### src/shared/tsc_pkg.sv
package tsc_pkg;
    // ------------------------------------------------------------
    // register bus
    // ------------------------------------------------------------
    localparam int ADDR_W = 4;
    localparam int DATA_W = 16;
    localparam int NUM_CH = 3;
    localparam int NUM_GR = 8;
    // word addresses; a channel's register sits at base + channel
    localparam logic [3:0] OFS_STAT0 = 4'h0;
    localparam logic [3:0] OFS_CNT0 = 4'h4;
    localparam logic [3:0] OFS_IEN0 = 4'h8;
    // ------------------------------------------------------------
    // status and enable field positions
    // ------------------------------------------------------------
    localparam int FLD_A = 0;
    localparam int FLD_B = 1;
    localparam int FLD_C = 2;
    localparam int FLD_D = 3;
    localparam int FLD_OVF = 4;
    localparam int FLD_UDF = 5;
    localparam int FLD_FIXED = 6;
    localparam int FLD_DIR = 7;
    // ------------------------------------------------------------
    // reset values
    // ------------------------------------------------------------
    localparam logic [7:0] STAT_RST = 8'hc0;
    localparam logic [7:0] IEN_RST = 8'h00;
    localparam logic [15:0] CNT_RST = 16'h0000;
    // base index of each channel's general registers in gen_reg_in
    localparam int GR_BASE1 = 4;
    localparam int GR_BASE2 = 6;
endpackage

### src/hdl/tsc_top.sv
module tsc_top (
    input wire logic clock_in,
    input wire logic rst_b_in,
    input wire logic standby_in,
    input wire logic [3:0] reg_addr_in,
    input wire logic [15:0] reg_wdata_in,
    input wire logic reg_wr_in,
    input wire logic reg_rd_in,
    output logic [15:0] reg_rdata_out,
    input wire logic [2:0] count_tick_in,
    input wire logic [2:0] count_down_in,
    input wire logic [2:0] updown_mode_in,
    input wire logic [7:0][15:0] gen_reg_in,
    input wire logic [7:0] capture_mode_in,
    input wire logic [7:0] capture_in,
    input wire logic [7:0] xfer_start_in,
    input wire logic xfer_disable_sel_in,
    output logic [7:0] match_capture_irq_out,
    output logic [2:0] overflow_irq_out,
    output logic [2:0] underflow_irq_out,
    output logic irq_out
);
    // ------------------------------------------------------------
    // helpers
    // ------------------------------------------------------------
    // which flag bits are real in which channel
    function automatic bit flag_exists(input int ch, input int b);
        flag_exists = 1'b0;
        case (b)
            tsc_pkg::FLD_A, tsc_pkg::FLD_B, tsc_pkg::FLD_OVF: flag_exists = 1'b1;
            tsc_pkg::FLD_C, tsc_pkg::FLD_D: flag_exists = (ch == 0);
            tsc_pkg::FLD_UDF: flag_exists = (ch == 1);
            default: flag_exists = 1'b0;
        endcase
    endfunction

    // general register slot behind a channel's match flag
    function automatic int gr_index(input int ch, input int b);
        case (ch)
            0: gr_index = b;
            1: gr_index = tsc_pkg::GR_BASE1 + b;
            default: gr_index = tsc_pkg::GR_BASE2 + b;
        endcase
    endfunction

    function automatic logic [7:0] exist_mask(input int ch);
        exist_mask = '0;
        for (int b = 0; b < 6; b++) begin
            exist_mask[b] = flag_exists(ch, b);
        end
    endfunction

    // ------------------------------------------------------------
    // bus decode
    // ------------------------------------------------------------
    logic [2:0] stat_rd;
    logic [2:0] stat_wr;
    logic [2:0] cnt_wr;
    logic [2:0] ien_wr;

    always_comb begin
        for (int c = 0; c < 3; c++) begin
            stat_rd[c] = reg_rd_in && (reg_addr_in == tsc_pkg::OFS_STAT0 + 4'(c));
            stat_wr[c] = reg_wr_in && (reg_addr_in == tsc_pkg::OFS_STAT0 + 4'(c));
            cnt_wr[c] = reg_wr_in && (reg_addr_in == tsc_pkg::OFS_CNT0 + 4'(c));
            ien_wr[c] = reg_wr_in && (reg_addr_in == tsc_pkg::OFS_IEN0 + 4'(c));
        end
    end

    // ------------------------------------------------------------
    // counters
    // ------------------------------------------------------------
    logic [2:0][15:0] cnt;
    logic [2:0][15:0] cnt_nxt;
    logic [2:0] ovf_ev;
    logic [2:0] udf_ev;
    logic [2:0] dir_up;

    for (genvar c = 0; c < 3; c++) begin : g_ctr
        // a whole-word write is the only way software moves the counter
        tsc_chan_ctr #(
            .CNT_W(16),
            .UPDOWN(c != 0)
        ) u_ctr (
            .clock_in(clock_in),
            .rst_b_in(rst_b_in),
            .standby_in(standby_in),
            .tick_in(count_tick_in[c]),
            .down_in(count_down_in[c]),
            .updown_in(updown_mode_in[c]),
            .load_in(cnt_wr[c]),
            .load_val_in(reg_wdata_in),
            .count_out(cnt[c]),
            .count_nxt_out(cnt_nxt[c]),
            .ovf_out(ovf_ev[c]),
            .udf_out(udf_ev[c]),
            .dir_up_out(dir_up[c])
        );
    end

    // ------------------------------------------------------------
    // status flags
    // ------------------------------------------------------------
    logic [2:0][5:0] flag;
    logic [2:0][5:0] flag_set;
    logic xfer_ok;

    assign xfer_ok = !xfer_disable_sel_in;

    for (genvar c = 0; c < 3; c++) begin : g_ch
        for (genvar b = 0; b < 6; b++) begin : g_bit
            if (flag_exists(c, b)) begin : g_flag
                localparam int G = gr_index(c, b);
                logic set;
                logic dclr;
                if (b < 4) begin : g_match
                    // channels 1 and 2 flag b has no capture path
                    localparam bit CAP_OK = (c == 0) || (b != tsc_pkg::FLD_B);
                    logic cmp_hit;
                    logic cap_hit;
                    assign cmp_hit = !(capture_mode_in[G] && CAP_OK)
                        && count_tick_in[c] && !cnt_wr[c]
                        && (cnt_nxt[c] == gen_reg_in[G]);
                    assign cap_hit = CAP_OK && capture_mode_in[G]
                        && capture_in[G];
                    assign set = cmp_hit || cap_hit;
                    assign dclr = xfer_start_in[G] && xfer_ok;
                end else if (b == tsc_pkg::FLD_OVF) begin : g_ovf
                    assign set = ovf_ev[c];
                    assign dclr = 1'b0;
                end else begin : g_udf
                    assign set = udf_ev[c];
                    assign dclr = 1'b0;
                end
                assign flag_set[c][b] = set;
                tsc_status_flag u_flag (
                    .clock_in(clock_in),
                    .rst_b_in(rst_b_in),
                    .standby_in(standby_in),
                    .set_in(set),
                    .rd_hit_in(stat_rd[c]),
                    .wr_hit_in(stat_wr[c]),
                    .wr_bit_in(reg_wdata_in[b]),
                    .xfer_clr_in(dclr),
                    .flag_out(flag[c][b])
                );
            end else begin : g_none
                assign flag[c][b] = 1'b0;
                assign flag_set[c][b] = 1'b0;
            end
        end
    end

    // ------------------------------------------------------------
    // status readback
    // ------------------------------------------------------------
    logic [2:0][7:0] stat;

    always_comb begin
        for (int c = 0; c < 3; c++) begin
            stat[c] = {2'b11, flag[c]};
            if (c != 0) begin
                stat[c][tsc_pkg::FLD_DIR] = dir_up[c];
            end
        end
    end

    // ------------------------------------------------------------
    // interrupt enables
    // ------------------------------------------------------------
    logic [2:0][7:0] ien_r;

    always_ff @(posedge clock_in or negedge rst_b_in) begin
        if (!rst_b_in) begin
            ien_r <= {3{tsc_pkg::IEN_RST}};
        end else if (standby_in) begin
            ien_r <= {3{tsc_pkg::IEN_RST}};
        end else begin
            for (int c = 0; c < 3; c++) begin
                if (ien_wr[c]) begin
                    ien_r[c] <= reg_wdata_in[7:0] & exist_mask(c);
                end
            end
        end
    end

    // ------------------------------------------------------------
    // interrupt requests
    // ------------------------------------------------------------
    always_comb begin
        for (int c = 0; c < 3; c++) begin
            overflow_irq_out[c] = flag[c][tsc_pkg::FLD_OVF]
                && ien_r[c][tsc_pkg::FLD_OVF];
            underflow_irq_out[c] = flag[c][tsc_pkg::FLD_UDF]
                && ien_r[c][tsc_pkg::FLD_UDF];
        end
        for (int b = 0; b < 4; b++) begin
            match_capture_irq_out[b] = flag[0][b] && ien_r[0][b];
        end
        for (int b = 0; b < 2; b++) begin
            match_capture_irq_out[tsc_pkg::GR_BASE1 + b] = flag[1][b] && ien_r[1][b];
            match_capture_irq_out[tsc_pkg::GR_BASE2 + b] = flag[2][b] && ien_r[2][b];
        end
    end

    assign irq_out = (|match_capture_irq_out) || (|overflow_irq_out)
        || (|underflow_irq_out);

    // ------------------------------------------------------------
    // read data, valid only in the cycle after the strobe
    // ------------------------------------------------------------
    logic [15:0] rdata_nxt;
    logic [15:0] rdata_r;

    always_comb begin
        rdata_nxt = '0;
        if (reg_rd_in) begin
            for (int c = 0; c < 3; c++) begin
                if (reg_addr_in == tsc_pkg::OFS_STAT0 + 4'(c)) begin
                    rdata_nxt = {8'h00, stat[c]};
                end
                if (reg_addr_in == tsc_pkg::OFS_CNT0 + 4'(c)) begin
                    rdata_nxt = cnt[c];
                end
                if (reg_addr_in == tsc_pkg::OFS_IEN0 + 4'(c)) begin
                    rdata_nxt = {8'h00, ien_r[c]};
                end
            end
        end
    end

    // cleared between reads so stale data never lingers on the bus
    always_ff @(posedge clock_in or negedge rst_b_in) begin
        if (!rst_b_in) begin
            rdata_r <= '0;
        end else begin
            rdata_r <= rdata_nxt;
        end
    end

    assign reg_rdata_out = rdata_r;
endmodule

### src/hdl/tsc_status_flag.sv
module tsc_status_flag (
    input wire logic clock_in,
    input wire logic rst_b_in,
    input wire logic standby_in,
    input wire logic set_in,
    input wire logic rd_hit_in,
    input wire logic wr_hit_in,
    input wire logic wr_bit_in,
    input wire logic xfer_clr_in,
    output logic flag_out
);
    logic flag_r;
    logic armed_r;
    logic clr;

    // a written zero only counts after the flag was seen as one
    assign clr = (wr_hit_in && !wr_bit_in && armed_r) || xfer_clr_in;

    always_ff @(posedge clock_in or negedge rst_b_in) begin
        if (!rst_b_in) begin
            armed_r <= 1'b0;
        end else if (standby_in || wr_hit_in) begin
            armed_r <= 1'b0;
        end else if (rd_hit_in && flag_r) begin
            armed_r <= 1'b1;
        end
    end

    always_ff @(posedge clock_in or negedge rst_b_in) begin
        if (!rst_b_in) begin
            flag_r <= 1'b0;
        end else if (standby_in) begin
            flag_r <= 1'b0;
        end else if (set_in) begin
            flag_r <= 1'b1;
        end else if (clr) begin
            flag_r <= 1'b0;
        end
    end

    assign flag_out = flag_r;
endmodule

### src/hdl/tsc_chan_ctr.sv
module tsc_chan_ctr #(
    parameter int CNT_W = 16,
    parameter bit UPDOWN = 1'b1
) (
    input wire logic clock_in,
    input wire logic rst_b_in,
    input wire logic standby_in,
    input wire logic tick_in,
    input wire logic down_in,
    input wire logic updown_in,
    input wire logic load_in,
    input wire logic [CNT_W-1:0] load_val_in,
    output logic [CNT_W-1:0] count_out,
    output logic [CNT_W-1:0] count_nxt_out,
    output logic ovf_out,
    output logic udf_out,
    output logic dir_up_out
);
    logic [CNT_W-1:0] count_r;
    logic [CNT_W-1:0] count_nxt;
    logic dn;

    if (CNT_W != 16) begin : g_bad_width
        $error("counter width must be 16");
    end

    // a fixed up-counter ignores the direction inputs entirely
    assign dn = UPDOWN && updown_in && down_in;
    assign dir_up_out = !dn;

    always_comb begin
        count_nxt = count_r;
        if (load_in) begin
            count_nxt = load_val_in;
        end else if (tick_in && dn) begin
            count_nxt = count_r - 1'b1;
        end else if (tick_in) begin
            count_nxt = count_r + 1'b1;
        end
    end

    // a bus write takes the counter over, so it never flags a wrap
    assign ovf_out = tick_in && !load_in && !dn && (&count_r);
    assign udf_out = tick_in && !load_in && dn && (count_r == '0);

    always_ff @(posedge clock_in or negedge rst_b_in) begin
        if (!rst_b_in) begin
            count_r <= tsc_pkg::CNT_RST;
        end else if (standby_in) begin
            count_r <= tsc_pkg::CNT_RST;
        end else begin
            count_r <= count_nxt;
        end
    end

    assign count_out = count_r;
    assign count_nxt_out = count_nxt;
endmodule

### config.mk
export PLATFORM = sky130hd
export DESIGN_NAME = tsc_top
export DESIGN_NICKNAME = d
export VERILOG_FILES = /design/src/shared/tsc_pkg.sv /design/src/hdl/tsc_top.sv /design/src/hdl/tsc_status_flag.sv /design/src/hdl/tsc_chan_ctr.sv
export SDC_FILE = /design/constraint.sdc
export NUM_CORES = 1
export LEC_CHECK = 0
export ABC_AREA = 1
export BUFFER_PORTS_ARGS = -buffer_cell sky130_fd_sc_hd__buf_4
export CAP_MARGIN = 20
export CORE_ASPECT_RATIO = 2
export CORE_MARGIN = 1.5
export CORE_UTILIZATION = 47
export CTS_BUF_LIST = sky130_fd_sc_hd__clkbuf_8
export CTS_CLUSTER_DIAMETER = 40
export DETAILED_ROUTE_END_ITERATION = 10
export GPL_TIMING_DRIVEN = 0
export PLACE_DENSITY = 0.75
export SETUP_SLACK_MARGIN = 0.1
export SLEW_MARGIN = 20
export SYNTH_ARGS = -nofsm -noshare
export SYNTH_HDL_FRONTEND = slang
export SYNTH_SLANG_ARGS = --single-unit
export TNS_END_PERCENT = 100
### constraint.sdc
create_clock -name clock_in -period 4.15 [get_ports clock_in]
set_clock_uncertainty 0.1 [all_clocks]
set_input_delay 0.415 -clock clock_in [delete_from_list [all_inputs] [get_ports clock_in]]
set_output_delay 0.415 -clock clock_in [all_outputs]
set_load 0.005 [all_outputs]
==> impl_results.md <==
* CORE AREA at 19800 um2
* Hold slack at 151 ps
* Fillcell total at 2057
* Average size of a mapped cell at 5.87 um2
* Crit path capture type: flip-flop
* Worst rel slew slack at 27.8%
* Post-DR wirelength/cell at 19.7 um
* Critical Path Fanout Max at 7
* Synthesis Warnings at 0
* Setup_tns at 0 ps
* Pint at 1550 uW
* Final core occ at 58.5%
* Post-synth EDFFs at 0
* Critical Path Max Stage Delay at 690 ps
* Vias in the first global route at 11.5k
* Fin. max-slew vios at 0
* Sequential-to-total area share from yosys stat at 26.3%
* Asr flop ratio synth at 100%
* Sw frac at 39.0%
* Share of the synthesized area in the top cell type at 26.3%
* Num ports at 218
* Area delta synth->final at 22.1%
* Seq cells post-synth at 100
* Status: complete, no violations
* Router iterations before antenna repair at 6
* Gpl congestion at 0.989
* CTS resizes at 0
* Achievable Freq at 331 MHz
* Die Wd at 104 um
* Syn Std Cell Area at 9500 um2
* Final critical-path share of the clock period at 72.8%
* Worst Tran Pin Value at 1080 ps
* Pwr Density at 219 nW/um2
* DPL Wire Length at 34.7 mm
* Post-layout min period at 3020 ps
* Yosys top cell by area: dfrtp_1
* Worst-skew pair later-pin latency at 450 ps
* Worst VDD drop at 0.000243 V
* Die ar. at 21100 um2
* Share of cells above drive strength 1 at 15.5%
* Overall via count from detail_route at 11.7k
* Most used cell, CP: nand2_1
* CP Cell Sequence: inv_1 > ha_1 > nand3_1 > o21ai_0 > nand3_1 > nand3_1 > nand3b_1 > nand2_1 > nand2_1 > inv_1 > nand2_1 > nor2_1 > nand2_1 > a21oi_1
* CTS Buf Count at 9
* FF+latch area at 2500 um2
* Remaining antenna violation count at 0
* Largest net degree at the start of global routing at 101
* Die boundary height at 204 um
* Vias per cell at 5.57
* TritonCTS clock tree: yes
* Count of buffers from port buffering at 205
* Initial antenna violation count at 1
* Hold Path Class: input port to flip-flop
* Final WL at 41.6 mm
* Synth cell types at 48
* # Max-Cap Violations at 0
* Most common flop cell mapped by yosys: dfrtp_1
* Critical setup path kind: flip-flop to flip-flop
* Clock transition at path regs at 120 ps
* Clock root cell: clkbuf_8
* Slowest CP cell: o21ai_0
* Grt ovf at 0
* Clk sinks at 100
* Crit path DAT at 3300 ps
* Clock power share at 27.3%
* DRC errors left at 0
* Largest cells by area after synthesis: dfrtp_1 26%, nand2_1 21%, nand3_1 13%
* RSZ-0062 raised after global routing: no
* Crit start category: flip-flop
* Setup Viol. Count Final at 0
* Iteration-0 DRC Markers at 753
* CTS max path bufs at 2
* Final Hold Violating Endpoints at 0
* Most frequent cell after synthesis: nand2_1
* Total GRT Usage at 39.6%
* Multi-input logic area at 5940 um2
* Cells after Synth at 1620
* H-tree Lvls at 3
* Post-layout nets at 2030
* Critical path required time at 4430 ps
* Hold-fix buffers, CTS at 1
* Setup bufs post-CTS at 0
* Row Count at 73
* Static Leak at 0.00626 uW
* Part of the power in registers at 41.5%
* NetSw at 992 uW
* Effective utilization at floorplan at 47.9%
* Synth top cells by count: 539 x nand2_1, 242 x nand3_1, 219 x inv_1
* Logic pwr share at 31.2%
* Global-route wire length before repair at 62.3 mm
cells by family after synthesis:
family / Yosys count / synth area share, %
simple gates: 1071 / 49.9
buf+inv: 264 / 11.2
compound gates: 157 / 9.77
flops: 100 / 26.3
xor+xnor: 22 / 2.03
fa+ha+maj: 5 / 0.658
other cells: 1 / 0.0395
per-layer routing:
layer | share of wire (%) | routed length [um] | vias up | GRT usage (%)
met1 | 32 | 13300 | 5390 | 36.6
met2 | 53 | 21800 | 516 | 73.5
met5 | 0 | 0 | - | 0
met3 | 5.5 | 2280 | 164 | 6.92
met4 | 9.8 | 4080 | 0 | 35.5
li1 | - | - | 5672 | -
worst max-delay path, delay by kind of cell, from the launching register on:
kind                       cells  cell delay, ps
and+or+nand+nor                9            1070
adders and majority gates      1             240
DFF                            1             420
buffers and inverters          2             280
AOI/OAI and AO/OA              2             840
cell type report:
| cell class | count | area share (%) |
|---|---|---|
| flip-flops and latches | 100 | 21.6 |
| repair buffers | 206 | 13.4 |
| well taps | 262 | 2.83 |
| multi-input cells | 1257 | 51.2 |
| clock buffers | 9 | 1.07 |
| plain buffers | 37 | 1.83 |
| clock inverters | 7 | 0.733 |
| inverters | 227 | 7.37 |
| diodes | 2 | 0.0431 |
state kept, by name, summed over array words and instances, names as in the netlist:
name                               count
g_ctr.u_ctr.count_out                 48
reg_rdata_out                         16
g_ch.g_bit.g_flag.u_flag.armed_r      12
g_ch.g_bit.g_flag.u_flag.flag_out     12
ien_r                                 12
power by group through the flow:
| stage | clock (uW) | combinational, uW | sequential (uW) |
|---|---|---|---|
| floorplan | 0 | 431 | 1060 |
| finish | 695 | 794 | 1060 |
| CTS | 705 | 786 | 1050 |
| global route | 734 | 876 | 1060 |
| detailed placement | 0 | 782 | 1070 |
| global placement | 0 | 772 | 1070 |
placed cells by master, fill, tap and decap left out, types with 13 or more instances in the layout:
master,n
inv_1,219
buf_4,214
o21ai_0,42
nor2_1,170
nand2_1,539
nand3_1,242
nor3_1,13
dfrtp_1,100
nand4_1,19
a21oi_1,62
nand3b_1,52
xor2_1,16
metrics by stage:
step	setup WS [ps]	instance area [um2]	total power, uW	cells
2_1_floorplan	2090	9510	1490	1621
3_3_place_gp	1250	11400	1840	2088
3_5_place_dp	1210	11400	1860	2088
4_1_cts	1180	11600	2540	2105
5_1_grt	908	11600	2670	2106
6_report	1130	11600	2550	2107
final timing paths:
| path | start | endpoint | slack, ps | cells after the start |
|---|---|---|---|---|
| min | capture_in[1] | g_ch[0].g_bit[1].g_flag.u_flag.flag_out | 150 | 3 |
| max | g_ctr[1].u_ctr.count_out[0] | g_ch[1].g_bit[1].g_flag.u_flag.flag_out | 1130 | 14 |
| max in group asynchronous | rst_b_in | g_ctr[1].u_ctr.count_out[15] | 2700 | 2 |
| min reg2reg | ien_r[17] | ien_r[17] | 410 | 2 |
| min in group asynchronous | rst_b_in | g_ctr[0].u_ctr.count_out[14] | 550 | 2 |
| max reg2reg | g_ctr[1].u_ctr.count_out[0] | g_ch[1].g_bit[1].g_flag.u_flag.flag_out | 1130 | 14 |
(Power assumes the default switching activity.)
